`src/rtl/bvf_pkg.sv`:
```
/*
 Constants, register map and enumerations of the bit-plane video fetch and shift block.
 Assumes a 20 MHz system clock and a byte-addressed display memory.
*/
package bvf_pkg;
    localparam int ADDR_W           = 24;
    localparam int WORD_W           = 16;
    localparam int PIX_PER_WORD     = 16;
    localparam int PAL_N            = 16;
    localparam int RGB_W            = 12;
    localparam int FIFO_DEPTH       = 8;
    localparam int SCREEN_BYTES     = 32000;
    localparam int WORD_BYTES       = 2;
    localparam int SCREEN_WORDS     = SCREEN_BYTES / WORD_BYTES;
    localparam int LINE_WORDS_COLOR = 80;
    localparam int LINE_WORDS_MONO  = 40;
    localparam int PLANES_LOW       = 4;
    localparam int PLANES_MED       = 2;
    localparam int PLANES_MONO      = 1;
    // Register byte offsets
    localparam logic [7:0] REG_CTRL       = 8'h00;
    localparam logic [7:0] REG_BASE_HI    = 8'h04;
    localparam logic [7:0] REG_BASE_MID   = 8'h08;
    localparam logic [7:0] REG_BASE_LO    = 8'h0C;
    localparam logic [7:0] REG_SCROLL     = 8'h10;
    localparam logic [7:0] REG_LINE_WIDTH = 8'h14;
    localparam logic [7:0] REG_COUNT      = 8'h18;
    localparam logic [7:0] REG_PAL_FIRST  = 8'h40;
    localparam logic [7:0] REG_PAL_LAST   = 8'h7C;
    // Control fields and reset values
    localparam int         CTRL_EN_BIT    = 0;
    localparam int         CTRL_MODE_LSB  = 1;
    localparam logic [2:0] CTRL_RST       = 3'h0;
    localparam logic [7:0] BYTE_RST       = 8'h00;
    typedef enum logic [1:0] {
        BVF_LOW  = 2'h0,
        BVF_MED  = 2'h1,
        BVF_MONO = 2'h2
    } bvf_mode_e;
    typedef enum logic [1:0] {
        F_IDLE = 2'h0,
        F_WAIT = 2'h1,
        F_REQ  = 2'h3,
        F_ADV  = 2'h2
    } bvf_fetch_e;
endpackage

```
`src/rtl/bvf_top.sv`:
```
/*
 Display word FIFO and the bit-plane video fetch and shift block with its Wishbone registers.
 Assumes frame, line, display-enable and pixel tick strobes and the memory controller share clk_i.
*/
`timescale 1ns/10ps
`default_nettype none

module bvf_fifo #(
    parameter int WIDTH = 16,
    parameter int DEPTH = 8
) (
    input  wire logic             clk_i,
    input  wire logic             rst_i,
    input  wire logic             clear_i,
    input  wire logic             in_valid_i,
    output logic                  in_ready_o,
    input  wire logic [WIDTH-1:0] in_data_i,
    output logic                  out_valid_o,
    input  wire logic             out_ready_i,
    output logic      [WIDTH-1:0] out_data_o
);
    localparam int AW = $clog2(DEPTH);
    logic [WIDTH-1:0] mem_reg [DEPTH];
    logic [AW-1:0]    wp_reg, wp_next, rp_reg, rp_next;
    logic [AW:0]      cnt_reg, cnt_next;
    logic             push, pop;

    assign in_ready_o  = (cnt_reg != (AW+1)'(DEPTH));
    assign out_valid_o = (cnt_reg != '0);
    assign out_data_o  = mem_reg[rp_reg];
    assign push        = in_valid_i & in_ready_o;
    assign pop         = out_valid_o & out_ready_i;

    always_comb begin
        wp_next  = push ? AW'(wp_reg + 1'b1) : wp_reg;
        rp_next  = pop ? AW'(rp_reg + 1'b1) : rp_reg;
        cnt_next = (AW+1)'(cnt_reg + push - pop);
        if (clear_i) begin
            wp_next  = '0;
            rp_next  = '0;
            cnt_next = '0;
        end
    end

    always_ff @(posedge clk_i) begin
        if (rst_i) begin
            wp_reg  <= '0;
            rp_reg  <= '0;
            cnt_reg <= '0;
        end else begin
            wp_reg  <= wp_next;
            rp_reg  <= rp_next;
            cnt_reg <= cnt_next;
        end
        if (push) begin
            mem_reg[wp_reg] <= in_data_i;
        end
    end
endmodule // bvf_fifo

// How it works
// RL1: Display memory holds 1, 2 or 4 interleaved planes.
// RL2: Fetch 32000 bytes from an even start.
// RL3: Frame start copies base into address counter.
// RL4: Counter advances on every plane word read.
// RL5: Controller hands over one 16-bit word each.
// RL6: Monochrome shows each bit as one pixel.
// RL7: Low resolution takes four words per 16 pixels.
// RL8: Same bit from every plane forms palette index.
// RL9: Scroll value 0-15 skips pixels of first word.
// RL10: Each scroll step moves image one pixel left.
// RL11: Line end adds extra width words to address.
// RL12: Sixteen palette entries of 12-bit colour.
// RL13: Entries usable: 16 low, 4 medium, 1 mono.
// RL14: Mono uses palette zero bit 0 as inverse.
// RL15: Medium takes two words, 2-bit index.
module bvf_top (
    input  wire logic        clk_i,
    input  wire logic        rst_i,
    input  wire logic        wb_cyc_i,
    input  wire logic        wb_stb_i,
    input  wire logic        wb_we_i,
    input  wire logic [7:0]  wb_adr_i,
    input  wire logic [3:0]  wb_sel_i,
    input  wire logic [31:0] wb_dat_i,
    output logic      [31:0] wb_dat_o,
    output logic             wb_ack_o,
    input  wire logic        frame_start_i,
    input  wire logic        line_start_i,
    input  wire logic        de_i,
    input  wire logic        pix_tick_i,
    output logic             mem_req_o,
    output logic      [23:0] mem_addr_o,
    input  wire logic        mem_ack_i,
    input  wire logic [15:0] mem_data_i,
    output logic      [11:0] rgb_o,
    output logic             mono_o,
    output logic             pix_valid_o
);
    localparam int NP = bvf_pkg::PLANES_LOW;
    localparam int WW = bvf_pkg::WORD_W;

    logic [2:0]  ctrl_reg, ctrl_next;
    logic [23:0] base_reg, base_next;
    logic [3:0]  scroll_reg, scroll_next;
    logic [7:0]  extra_reg, extra_next;
    logic [11:0] pal_reg [bvf_pkg::PAL_N];
    logic [11:0] pal_next [bvf_pkg::PAL_N];
    logic [31:0] rdat_reg, rdat_next;
    logic        ack_reg, wb_hit, wb_wr;

    function automatic logic [31:0] merge(input logic [31:0] old_v, input logic [31:0] new_v,
                                          input logic [3:0] sel);
        logic [31:0] r;
        r = old_v;
        for (int i = 0; i < 4; i++) begin
            if (sel[i]) begin
                r[8*i +: 8] = new_v[8*i +: 8];
            end
        end
        return r;
    endfunction

    assign wb_hit = wb_cyc_i & wb_stb_i & ~ack_reg;
    assign wb_wr  = wb_hit & wb_we_i;

    localparam int EN_BIT      = bvf_pkg::CTRL_EN_BIT;
    localparam int MODE_LSB    = bvf_pkg::CTRL_MODE_LSB;
    localparam int BYTE_W      = 8;
    localparam int HI_LSB      = 16;
    localparam int MID_LSB     = 8;
    localparam int PAL_IDX_LSB = 2;
    localparam int IDX_W       = $clog2(bvf_pkg::PAL_N);
    localparam int POS_W       = $clog2(bvf_pkg::PIX_PER_WORD);
    localparam int WCNT_W      = $clog2(bvf_pkg::LINE_WORDS_COLOR + 1);
    localparam int TOT_W       = $clog2(bvf_pkg::SCREEN_WORDS + 1);
    localparam int CCNT_W      = $clog2(NP + 1);
    localparam int PLW         = $clog2(NP);

    logic                en;
    logic                mode_med;
    logic                mode_mono;
    logic [CCNT_W-1:0]   planes;
    logic [WCNT_W-1:0]   line_words;
    logic                pal_hit;
    logic [IDX_W-1:0]    pal_sel;
    logic [31:0]         rd_val;
    logic [31:0]         wdat;
    logic                ack_next;
    bvf_pkg::bvf_fetch_e fstate_reg, fstate_next;
    logic [23:0]         vaddr_reg, vaddr_next;
    logic                req_reg, req_next;
    logic [WCNT_W-1:0]   wcnt_reg, wcnt_next;
    logic [TOT_W-1:0]    total_reg, total_next;
    logic                take;
    logic                fifo_clr;
    logic                fifo_rdy;
    logic                fifo_vld;
    logic                fifo_pop;
    logic [WW-1:0]       fifo_dat;
    logic [WW-1:0]       col_reg [NP];
    logic [WW-1:0]       col_next [NP];
    logic [WW-1:0]       disp_reg [NP];
    logic [WW-1:0]       disp_next [NP];
    logic [CCNT_W-1:0]   ccnt_reg, ccnt_next;
    logic                dvalid_reg, dvalid_next;
    logic                first_reg, first_next;
    logic [POS_W-1:0]    pos_reg, pos_next;
    logic                tick;
    logic                load;
    logic [IDX_W-1:0]    pix_idx;
    logic [11:0]         rgb_reg, rgb_next;
    logic                mono_reg, mono_next;
    logic                pv_reg, pv_next;

    // Mode decode
    always_comb begin
        en         = ctrl_reg[EN_BIT];
        mode_mono  = ctrl_reg[MODE_LSB + 1];
        mode_med   = (ctrl_reg[MODE_LSB +: 2] == bvf_pkg::BVF_MED);
        planes     = CCNT_W'(bvf_pkg::PLANES_LOW); // RL1 RL7
        line_words = WCNT_W'(bvf_pkg::LINE_WORDS_COLOR);
        if (mode_mono) begin
            planes     = CCNT_W'(bvf_pkg::PLANES_MONO); // RL6
            line_words = WCNT_W'(bvf_pkg::LINE_WORDS_MONO);
        end else if (mode_med) begin
            planes     = CCNT_W'(bvf_pkg::PLANES_MED); // RL15
        end
    end

    // Register read mux
    always_comb begin
        pal_hit = (wb_adr_i >= bvf_pkg::REG_PAL_FIRST) && (wb_adr_i <= bvf_pkg::REG_PAL_LAST)
                  && (wb_adr_i[PAL_IDX_LSB-1:0] == '0);
        pal_sel = wb_adr_i[PAL_IDX_LSB +: IDX_W];
        rd_val  = '0;
        if (pal_hit) begin
            rd_val = 32'(pal_reg[pal_sel]);
        end else if (wb_adr_i == bvf_pkg::REG_CTRL) begin
            rd_val = 32'(ctrl_reg);
        end else if (wb_adr_i == bvf_pkg::REG_BASE_HI) begin
            rd_val = 32'(base_reg[HI_LSB +: BYTE_W]);
        end else if (wb_adr_i == bvf_pkg::REG_BASE_MID) begin
            rd_val = 32'(base_reg[MID_LSB +: BYTE_W]);
        end else if (wb_adr_i == bvf_pkg::REG_BASE_LO) begin
            rd_val = 32'(base_reg[BYTE_W-1:0]);
        end else if (wb_adr_i == bvf_pkg::REG_SCROLL) begin
            rd_val = 32'(scroll_reg);
        end else if (wb_adr_i == bvf_pkg::REG_LINE_WIDTH) begin
            rd_val = 32'(extra_reg);
        end else if (wb_adr_i == bvf_pkg::REG_COUNT) begin
            rd_val = 32'(vaddr_reg);
        end
    end

    // Register writes and bus answer
    always_comb begin
        ctrl_next   = ctrl_reg;
        base_next   = base_reg;
        scroll_next = scroll_reg;
        extra_next  = extra_reg;
        for (int i = 0; i < bvf_pkg::PAL_N; i++) begin
            pal_next[i] = pal_reg[i];
        end
        wdat      = merge(rd_val, wb_dat_i, wb_sel_i);
        ack_next  = wb_hit;
        rdat_next = (wb_hit && !wb_we_i) ? rd_val : '0;
        if (wb_wr) begin
            if (pal_hit) begin
                pal_next[pal_sel] = wdat[11:0]; // RL12
            end else if (wb_adr_i == bvf_pkg::REG_CTRL) begin
                ctrl_next = wdat[$bits(ctrl_reg)-1:0];
            end else if (wb_adr_i == bvf_pkg::REG_BASE_HI) begin
                base_next[HI_LSB +: BYTE_W] = wdat[BYTE_W-1:0];
            end else if (wb_adr_i == bvf_pkg::REG_BASE_MID) begin
                base_next[MID_LSB +: BYTE_W] = wdat[BYTE_W-1:0];
            end else if (wb_adr_i == bvf_pkg::REG_BASE_LO) begin
                base_next[BYTE_W-1:0] = {wdat[BYTE_W-1:1], 1'h0}; // RL2
            end else if (wb_adr_i == bvf_pkg::REG_SCROLL) begin
                scroll_next = wdat[$bits(scroll_reg)-1:0]; // RL9
            end else if (wb_adr_i == bvf_pkg::REG_LINE_WIDTH) begin
                extra_next = wdat[$bits(extra_reg)-1:0]; // RL11
            end
        end
    end

    always_ff @(posedge clk_i) begin
        if (rst_i) begin
            ctrl_reg   <= bvf_pkg::CTRL_RST;
            base_reg   <= '0;
            scroll_reg <= '0;
            extra_reg  <= bvf_pkg::BYTE_RST;
            rdat_reg   <= '0;
            ack_reg    <= 1'h0;
            for (int i = 0; i < bvf_pkg::PAL_N; i++) begin
                pal_reg[i] <= '0;
            end
        end else begin
            ctrl_reg   <= ctrl_next;
            base_reg   <= base_next;
            scroll_reg <= scroll_next;
            extra_reg  <= extra_next;
            rdat_reg   <= rdat_next;
            ack_reg    <= ack_next;
            for (int i = 0; i < bvf_pkg::PAL_N; i++) begin
                pal_reg[i] <= pal_next[i];
            end
        end
    end

    assign take     = req_reg & mem_ack_i;
    assign fifo_clr = frame_start_i | ~en;

    // Display word fetch
    always_comb begin
        fstate_next = fstate_reg;
        vaddr_next  = vaddr_reg;
        req_next    = 1'h0;
        wcnt_next   = wcnt_reg;
        total_next  = total_reg;
        if (!en) begin
            fstate_next = bvf_pkg::F_IDLE;
        end else if (frame_start_i) begin
            fstate_next = bvf_pkg::F_WAIT;
            vaddr_next  = base_reg; // RL3
            total_next  = '0;
        end else begin
            unique case (fstate_reg)
                bvf_pkg::F_IDLE: begin
                    fstate_next = bvf_pkg::F_IDLE;
                end
                bvf_pkg::F_WAIT: begin
                    if (line_start_i && (total_reg < TOT_W'(bvf_pkg::SCREEN_WORDS))) begin // RL2
                        fstate_next = bvf_pkg::F_REQ;
                        wcnt_next   = '0;
                    end
                end
                bvf_pkg::F_REQ: begin
                    if (take) begin
                        vaddr_next = 24'(vaddr_reg + 24'(bvf_pkg::WORD_BYTES)); // RL4
                        wcnt_next  = WCNT_W'(wcnt_reg + 1'h1);
                        total_next = TOT_W'(total_reg + 1'h1);
                        if (WCNT_W'(wcnt_reg + 1'h1) == line_words) begin
                            fstate_next = bvf_pkg::F_ADV;
                        end
                    end else begin
                        req_next = fifo_rdy; // RL5
                    end
                end
                bvf_pkg::F_ADV: begin
                    vaddr_next  = 24'(vaddr_reg + 24'({extra_reg, 1'h0})); // RL11
                    fstate_next = bvf_pkg::F_WAIT;
                end
            endcase
        end
    end

    always_ff @(posedge clk_i) begin
        if (rst_i) begin
            fstate_reg <= bvf_pkg::F_IDLE;
            vaddr_reg  <= '0;
            req_reg    <= 1'h0;
            wcnt_reg   <= '0;
            total_reg  <= '0;
        end else begin
            fstate_reg <= fstate_next;
            vaddr_reg  <= vaddr_next;
            req_reg    <= req_next;
            wcnt_reg   <= wcnt_next;
            total_reg  <= total_next;
        end
    end

    bvf_fifo #(
        .WIDTH (WW),
        .DEPTH (bvf_pkg::FIFO_DEPTH)
    ) i_fifo (
        .clk_i       (clk_i),
        .rst_i       (rst_i),
        .clear_i     (fifo_clr),
        .in_valid_i  (take),
        .in_ready_o  (fifo_rdy),
        .in_data_i   (mem_data_i),
        .out_valid_o (fifo_vld),
        .out_ready_i (fifo_pop),
        .out_data_o  (fifo_dat)
    );

    assign fifo_pop = fifo_vld & (ccnt_reg < planes) & ~fifo_clr;

    // Plane collector and pixel shifter
    always_comb begin
        for (int i = 0; i < NP; i++) begin
            col_next[i]  = col_reg[i];
            disp_next[i] = disp_reg[i];
        end
        ccnt_next   = ccnt_reg;
        dvalid_next = dvalid_reg;
        first_next  = first_reg | line_start_i;
        pos_next    = pos_reg;
        tick        = pix_tick_i & de_i & dvalid_reg;
        pix_idx     = '0;
        for (int i = 0; i < NP; i++) begin
            if (CCNT_W'(i) < planes) begin
                pix_idx[i] = disp_reg[i][pos_reg]; // RL8 RL13 RL15
            end
        end
        if (fifo_pop) begin
            col_next[ccnt_reg[PLW-1:0]] = fifo_dat; // RL5 RL7
            ccnt_next                   = CCNT_W'(ccnt_reg + 1'h1);
        end
        if (tick) begin
            pos_next = POS_W'(pos_reg + 1'h1);
            if (pos_reg == POS_W'(bvf_pkg::PIX_PER_WORD - 1)) begin
                dvalid_next = 1'h0;
            end
        end
        load = (ccnt_reg == planes) && !dvalid_next;
        if (load) begin
            for (int i = 0; i < NP; i++) begin
                disp_next[i] = col_reg[i];
            end
            ccnt_next   = '0;
            dvalid_next = 1'h1;
            pos_next    = first_reg ? scroll_reg : '0; // RL9 RL10
            first_next  = line_start_i;
        end
        if (fifo_clr) begin
            ccnt_next   = '0;
            dvalid_next = 1'h0;
            first_next  = 1'h1;
        end
        pv_next   = tick;
        rgb_next  = '0;
        mono_next = 1'h0;
        if (tick) begin
            if (mode_mono) begin
                mono_next = disp_reg[0][pos_reg] ^ pal_reg[0][0]; // RL6 RL14
            end else begin
                rgb_next = pal_reg[pix_idx]; // RL8 RL12
            end
        end
    end

    always_ff @(posedge clk_i) begin
        if (rst_i) begin
            for (int i = 0; i < NP; i++) begin
                col_reg[i]  <= '0;
                disp_reg[i] <= '0;
            end
            ccnt_reg   <= '0;
            dvalid_reg <= 1'h0;
            first_reg  <= 1'h1;
            pos_reg    <= '0;
            rgb_reg    <= '0;
            mono_reg   <= 1'h0;
            pv_reg     <= 1'h0;
        end else begin
            for (int i = 0; i < NP; i++) begin
                col_reg[i]  <= col_next[i];
                disp_reg[i] <= disp_next[i];
            end
            ccnt_reg   <= ccnt_next;
            dvalid_reg <= dvalid_next;
            first_reg  <= first_next;
            pos_reg    <= pos_next;
            rgb_reg    <= rgb_next;
            mono_reg   <= mono_next;
            pv_reg     <= pv_next;
        end
    end

    assign wb_dat_o    = rdat_reg;
    assign wb_ack_o    = ack_reg;
    assign mem_req_o   = req_reg;
    assign mem_addr_o  = vaddr_reg;
    assign rgb_o       = rgb_reg;
    assign mono_o      = mono_reg;
    assign pix_valid_o = pv_reg;
endmodule // bvf_top
`default_nettype wire

```
`config.mk`:
```
export PLATFORM = sky130hd
export DESIGN_NAME = bvf_top
export DESIGN_NICKNAME = d
export VERILOG_FILES = /design/src/rtl/bvf_pkg.sv /design/src/rtl/bvf_top.sv
export SDC_FILE = /design/constraint.sdc
export NUM_CORES = 1
export LEC_CHECK = 0
export BUFFER_PORTS_ARGS = -buffer_cell sky130_fd_sc_hd__buf_2
export CORE_UTILIZATION = 55
export DETAILED_ROUTE_END_ITERATION = 8
export GPL_TIMING_DRIVEN = 0
export PLACE_DENSITY = 0.73
export RECOVER_POWER = 50
export SLEW_MARGIN = 20
export SYNTH_ARGS = -nofsm -noshare
export SYNTH_HDL_FRONTEND = slang
export SYNTH_HIERARCHICAL = 1
export SYNTH_SLANG_ARGS = --single-unit
export TNS_END_PERCENT = 5
```
`constraint.sdc`:
```
create_clock -name clk_i -period 6.92 [get_ports clk_i]
set_input_delay 0.692 -clock clk_i [delete_from_list [all_inputs] [get_ports clk_i]]
set_output_delay 0.692 -clock clk_i [all_outputs]
set_load 0.005 [all_outputs]
```
Word level (Yosys, flattened, before mapping)
Memories as Yosys holds them, arrays and structs flattened. A register that Yosys moved wholly into a read port is not among the register bits.
Index checks and enable logic that the tools add are counted.
- add/sub/neg operators: 10
- order comparisons: 13
- eq/ne operators: 20
- mux-type cells: 87
- bitwise logic cells: 54
- reduce and logical (&&, ||, !) cells: 39
- operators with widths (cell ; number):
    two-way mux 192 bit ; 2
    two-way mux 16 bit ; 17
    two-way mux 12 bit ; 17
    bitwise mux 192 bit ; 1
    two-way mux 64 bit ; 2
    bitwise mux 64 bit ; 1
    demux 12 bit (select 4 bit) ; 1
    two-way mux 24 bit ; 2
    one-hot mux 24 bit (2 select lines) ; 1
    two-way mux 14 bit ; 3
    demux 16 bit (select 2 bit) ; 1
    bitwise OR 1 bit ; 26
    adder 24 x 2 -> 24 bit, second input constant ; 1
    adder 24 x 9 -> 24 bit ; 1
    equality test 8 x 5 -> 1 bit, second input constant ; 3
    two-way mux 7 bit ; 3
    two-way mux 1 bit ; 18
    binary-select mux 1 bit (select 4 bit) ; 4
    equality test 8 x 4 -> 1 bit, second input constant ; 2
    two-way mux 4 bit ; 4
    inverter 1 bit ; 15
    AND reduction 3 bit ; 5
    adder 14 x 1 -> 14 bit, second input constant ; 1
    < comparator 14 bit, second input constant ; 1
    52 further kinds ; 91
- register bits: 140
- bits in writable memories: 448
- input port bits: 70
- output and inout port bits: 72
- memories kept: 4
- memory list (memory ; depth ; bits a word ; rd ports ; clocked after Yosys merged registers in ; wr ports ; line ; text):
    pal_reg ; 16 ; 12 ; 18 ; 1 ; 16 ; bvf_top.sv:107 ; logic [11:0] pal_reg [bvf_pkg::PAL_N];
    i_fifo.mem_reg ; 8 ; 16 ; 1 ; 1 ; 1 ; bvf_top.sv:23 ; logic [WIDTH-1:0] mem_reg [DEPTH];
    col_reg ; 4 ; 16 ; 4 ; 0 ; 4 ; bvf_top.sv:161 ; logic [WW-1:0] col_reg [NP];
    disp_reg ; 4 ; 16 ; 4 ; 0 ; 4 ; bvf_top.sv:163 ; logic [WW-1:0] disp_reg [NP];

Longest topological paths before layout
- depth after elaboration: 14
- gate-level depth with buffers: 13

Modules after synthesis
Netlist, hierarchy kept.
- modules (own cells, without submodules) (module ; times used ; cells an instance ; area each (um^2) ; seq. area each (um^2)):
    bvf_top ; 1 ; 2605 ; 21484.4 ; 9068.7
    bvf_fifo ; 1 ; 263 ; 5620.4 ; 4103.9

Worst setup path after synthesis
Ideal clock, no wire load.
- path kind: reg2reg
- start point: register fstate_reg[0]
- end point: register vaddr_reg[11], in the netlist mem_addr_o[11]
- setup time: 114 ps
- arrival: 3062 ps
- required time: 6806 ps
- path slack: 3743 ps
- stages on the path, launching flop included: 11
- cells stage by stage: dfxtp_1 inv_1 ha_1 and2_1 fa_1 a21o_1 a21oi_1 o21bai_1 a2111oi_2 nor4_1 a2111oi_0
- cells in the longest elaborated chain, start to end: 3
- elaborated cells between the ends (all ways): 7
- classes of those cells: 3 x eq/ne; 2 x mux; 2 x reduce/logical
- RTL lines (what ; line ; text):
    from (decl) ; bvf_top.sv:150 ; bvf_pkg::bvf_fetch_e fstate_reg, fstate_next;
    from (signal assigned) ; bvf_top.sv:320 ; fstate_reg <= bvf_pkg::F_IDLE;
    from (signal assigned) ; bvf_top.sv:326 ; fstate_reg <= fstate_next;
    equality test 2 bit ; bvf_top.sv:288 ; unique case (fstate_reg)
    != test 3 x 2 -> 1 bit (no source line) (tied with other cells) ; n/a ;
    AND reduction 3 bit (no source line) or two-way mux 24 bit (tied branches) ; n/a ;
    to (signal assigned) ; bvf_top.sv:327 ; vaddr_reg <= vaddr_next;
    to (decl) ; bvf_top.sv:151 ; logic [23:0] vaddr_reg, vaddr_next;
Parallel ways exist; a longest one is shown, timed or not.
A chain may end at the register's enable or synchronous reset.

Worst setup path after layout
- start point: input wb_adr_i[2]
- end point: register extra_reg[2]
- cells in the longest elaborated chain, start to end: 10
- elaborated cells between the ends (all ways): 28
- classes of those cells: 2 x order compare; 6 x eq/ne; 9 x mux; 6 x bitwise; 4 x reduce/logical; 1 x memory
- RTL lines (what ; line ; text):
    from (decl) ; bvf_top.sv:83 ; input wire logic [7:0] wb_adr_i,
    equality test 8 x 5 -> 1 bit ; bvf_top.sv:211 ; end else if (wb_adr_i == bvf_pkg::REG_COUNT) begin
    two-way mux 16 bit ; bvf_top.sv:211 ;
    two-way mux 16 bit ; bvf_top.sv:209 ; end else if (wb_adr_i == bvf_pkg::REG_LINE_WIDTH) begin
    two-way mux 16 bit ; bvf_top.sv:207 ; end else if (wb_adr_i == bvf_pkg::REG_SCROLL) begin
    two-way mux 16 bit ; bvf_top.sv:205 ; end else if (wb_adr_i == bvf_pkg::REG_BASE_LO) begin
    two-way mux 16 bit ; bvf_top.sv:203 ; end else if (wb_adr_i == bvf_pkg::REG_BASE_MID) begin
    two-way mux 16 bit ; bvf_top.sv:201 ; end else if (wb_adr_i == bvf_pkg::REG_BASE_HI) begin
    two-way mux 16 bit ; bvf_top.sv:199 ; end else if (wb_adr_i == bvf_pkg::REG_CTRL) begin
    two-way mux 16 bit ; bvf_top.sv:197 ; if (pal_hit) begin
    two-way mux 8 bit ; bvf_top.sv:117 ; if (sel[i]) begin
    to (signal assigned) ; bvf_top.sv:252 ; extra_reg <= bvf_pkg::BYTE_RST;
    to (signal assigned) ; bvf_top.sv:262 ; extra_reg <= extra_next;
    to (decl) ; bvf_top.sv:106 ; logic [7:0] extra_reg, extra_next;
Parallel ways exist; a longest one is shown, timed or not.

==> summary.md <==
| Metric | Value |
|---|---|
| Grt total ovfl | 0 |
| Overall power | 7.21 mW |
| FF-to-FF path depth | 13 |
| Critical Path Source Type | input pin |
| Crit path max-delay family | buffers and inverters |
| Sequential area share after synthesis | 48.6% |
| HPWL Detailed | 62900 um |
| Critical path arrival | 5110 ps |
| Area contributors post-synth | dfxtp_1 (34%), edfxtp_1 (14%), nand2_1 (11%) |
| Clk pwr share | 47.8% |
| Htree depth | 2 |
| Total of max-cap violations | 0 |
| Buffers on Ports | 107 |
| Multi-input logic area | 0.0128 mm^2 |
| Fin Setup TNS | 0 ps |
| Mapped Avg Cell Area | 9.45 um^2 |
| Slew @ Worst Pin | 1210 ps |
| Status | completed |
| Clock Skews | 23.7 ps |
| Leak | 10.5 nW |
| Post-route cell area | 0.0305 mm^2 |
| Cells after synthesis | 2868 |
| Kind of end point of the critical path | register |
| Placed Instance Area | 0.0287 mm^2 |
| Ys flop type | dfxtp_1 |
| CP max stage cell | clkbuf_1 |
| Period Utilization, post-route | 66.7% |
| Setup violators final | 0 |
| Post-synth top area cell | dfxtp_1 |
| Synth-to-Final Area Change | 12.7% |
| Tot GR Track Use | 33.6% |
| Die ar. | 0.0502 mm^2 |
| Vias per std cell | 6.13 |
| Hold path depth | 2 |
| Largest net degree at the start of global routing | 17 |
| # DRC | 0 |
| Sw Ratio | 22.2% |
| P_sw | 1.61 mW |
| Critical hold path startpoint | line_start_i |
| Site Rows | 80 |
| Cts bufs inserted | 61 |
| Commonest cells post-synth | nand2_1 (787), dfxtp_1 (466), a21oi_1 (359) |
| Required @ worst endpoint | 7410 ps |
| EDFF count, synth | 128 |
| DR iter-0 viols | 2843 |
| Most frequent CP cell | clkbuf_1 |
| Worst-path clk slew | 60 ps |
| Vias | 23.1k |
| WL/cell | 22.5 um |
| Number of flip-flops in the largest register | 192 |
| Die width | 224 um |
| Routability cong. | 1.07 |
| WS Path Type | in2reg |
| Final worst slack | 2300 ps |
| Synthesized cell area | 0.0271 mm^2 |
| Final WL | 84900 um |
| RSZ-0062 raised after global routing | false |
| Peak supply drop | 0.222 mV |
| Initial Util | 56.3% |
| PwrDens | 236 mW/mm^2 |
| Post-layout min period | 4620 ps |
| Post-synthesis register bit count | 594 |
| Logic pwr share | 3.2% |
| # IOs | 142 |
| CTS Buffer Depth | 3 |
| TritonCTS clock tree | yes |
| Critical path buffers and inverters | 4 |
| Crit Path Max Fanout | 10 |
| Register area | 0.0132 mm^2 |
| Sequential share of power | 49.0% |
| Top-area cell type share of the netlist area | 34.4% |
| Diode count | 0 |
| Core area | 0.0481 mm^2 |
| CTS Sinks | 594 |
| Share of cells above drive strength 1 | 11.8% |
| Number of global-route vias before repair | 22.1k |
| Pint | 5.61 mW |
| Relative slew margins | 19.6% |
| TritonRoute pass-1 iters | 7 |
| Clock tree root buffer cell | clkbuf_16 |
| Worst skew pair latency | 640 ps |
| CTS hold repair buffers | 0 |
| Die Span Y | 224 um |
| Top-count cell post-synth | nand2_1 |
| CP max stage delay | 950 ps |
| Nets | 3161 |
| First-pass GRT wire length | 129000 um |
| Reg-to-reg endpoint | i_fifo/cnt_reg[2] |
| Place WS | 2870 ps |
| Initial antenna violation count | 0 |
| Post-cts repair resize count | 0 |
| Crit path cell chain | clkbuf_1, clkbuf_1, clkbuf_1, mux4_2, mux4_2, nand2_1, o21ai_0, o211ai_1, clkbuf_1, o21ai_0 |
| Fmax | 0.217 GHz |
| Hold crit path type | in2reg |
| FF-to-FF setup slack | 2980 ps |
| Final antenna-violating net count | 0 |
| Setup Fix Bufs, Post-CTS | 0 |
| Async SR Flop Fraction | 0% |
| FF-to-FF Start | ctrl_reg[2] |
| Final Hold Violating Endpoints | 0 |
| YS warnings | 6 |
| Hold EP | first_reg |
| Post-synth cell types | 84 |
| # fillers | 3914 |
| Final Max Slew Viols | 0 |
[final cells by class]
type	instances	share of cell area, %
clock buffer	83	5.56
tap	656	2.69
multi-input combinational	2031	41.8
inverter	29	0.356
clock inverter	33	1.32
buffer	222	3.44
sequential	594	43.1
timing repair buffer	121	1.75
[kinds of logic after synthesis]
logic type	Yosys count	share of synthesized area [%]
AOI/OAI and AO/OA	572	12.3
xor gates and xnor gates	26	0.840
adders and majority gates	31	1.49
buffers and inverters	251	4.40
DFF	594	48.6
muxes	239	14.4
other	1	0.0138
and+or+nand+nor	1154	18.0
[worst max path at each step]
stage                              from                    to  slack [ps]  cells after the start
final                       wb_adr_i[2]          extra_reg[2]        2300                     10
after global routing        wb_adr_i[2]        pal_reg[11][2]        2040                     10
after floorplan           fstate_reg[0]        mem_addr_o[11]        3740                     10
after detailed placement  fstate_reg[0]        mem_addr_o[11]        2870                     11
after CTS                 fstate_reg[0]        mem_addr_o[11]        2850                     11
after global placement        mem_ack_i  i_fifo/mem_reg[0][9]        2270                      4
[metal layers]
layer,GRT usage (%),share of wire (%),vias to the layer above
met3,6.02,9.7,287
met1,43.2,39,11019
met2,53.7,46,1351
met4,18.7,5.6,0
li1,-,-,10457
met5,0,0,-
[cell usage in the layout, fill, tap and decap left out, types with 67 or more instances in the layout]
cell      instances
mux2i_1          92
nor2_1          120
buf_2            95
nand3_1          67
dfxtp_1         466
mux4_2           79
a21oi_1         359
nand2_1         787
clkbuf_1        215
edfxtp_1        128
[power by group through the flow]
| stage | clock [mW] | sequential [mW] | combinational [mW] |
|---|---|---|---|
| floorplan | 0 | 3.61 | 0.124 |
| global placement | 0 | 3.61 | 0.221 |
| detailed placement | 0 | 3.61 | 0.224 |
| CTS | 3.47 | 3.54 | 0.224 |
| global route | 3.60 | 3.53 | 0.238 |
| finish | 3.45 | 3.54 | 0.229 |
[through the flow]
| stage | std cells | hold slack (ps) | utilization [%] |
|---|---|---|---|
| floorplan | 2876 | 432 | - |
| global placement | 3639 | 439 | 59.2 |
| detailed placement | 3653 | 443 | 59.5 |
| CTS | 3769 | 257 | 63.9 |
| global route | 3769 | 284 | 63.4 |
| finish | 3769 | 294 | 63.4 |
[worst register-to-register path, stage by stage, from the launching register on]
cell      delay [ps]
dfxtp_1          360
clkbuf_1         560
nor2_1           230
inv_1            180
ha_1             260
o21ai_0           70
and4b_1          230
clkbuf_1         500
nand2_1          360
xor2_1           240
ha_1             220
fa_1             380
xnor2_1          170
nor3_1            60
(Power assumes the default switching activity.)
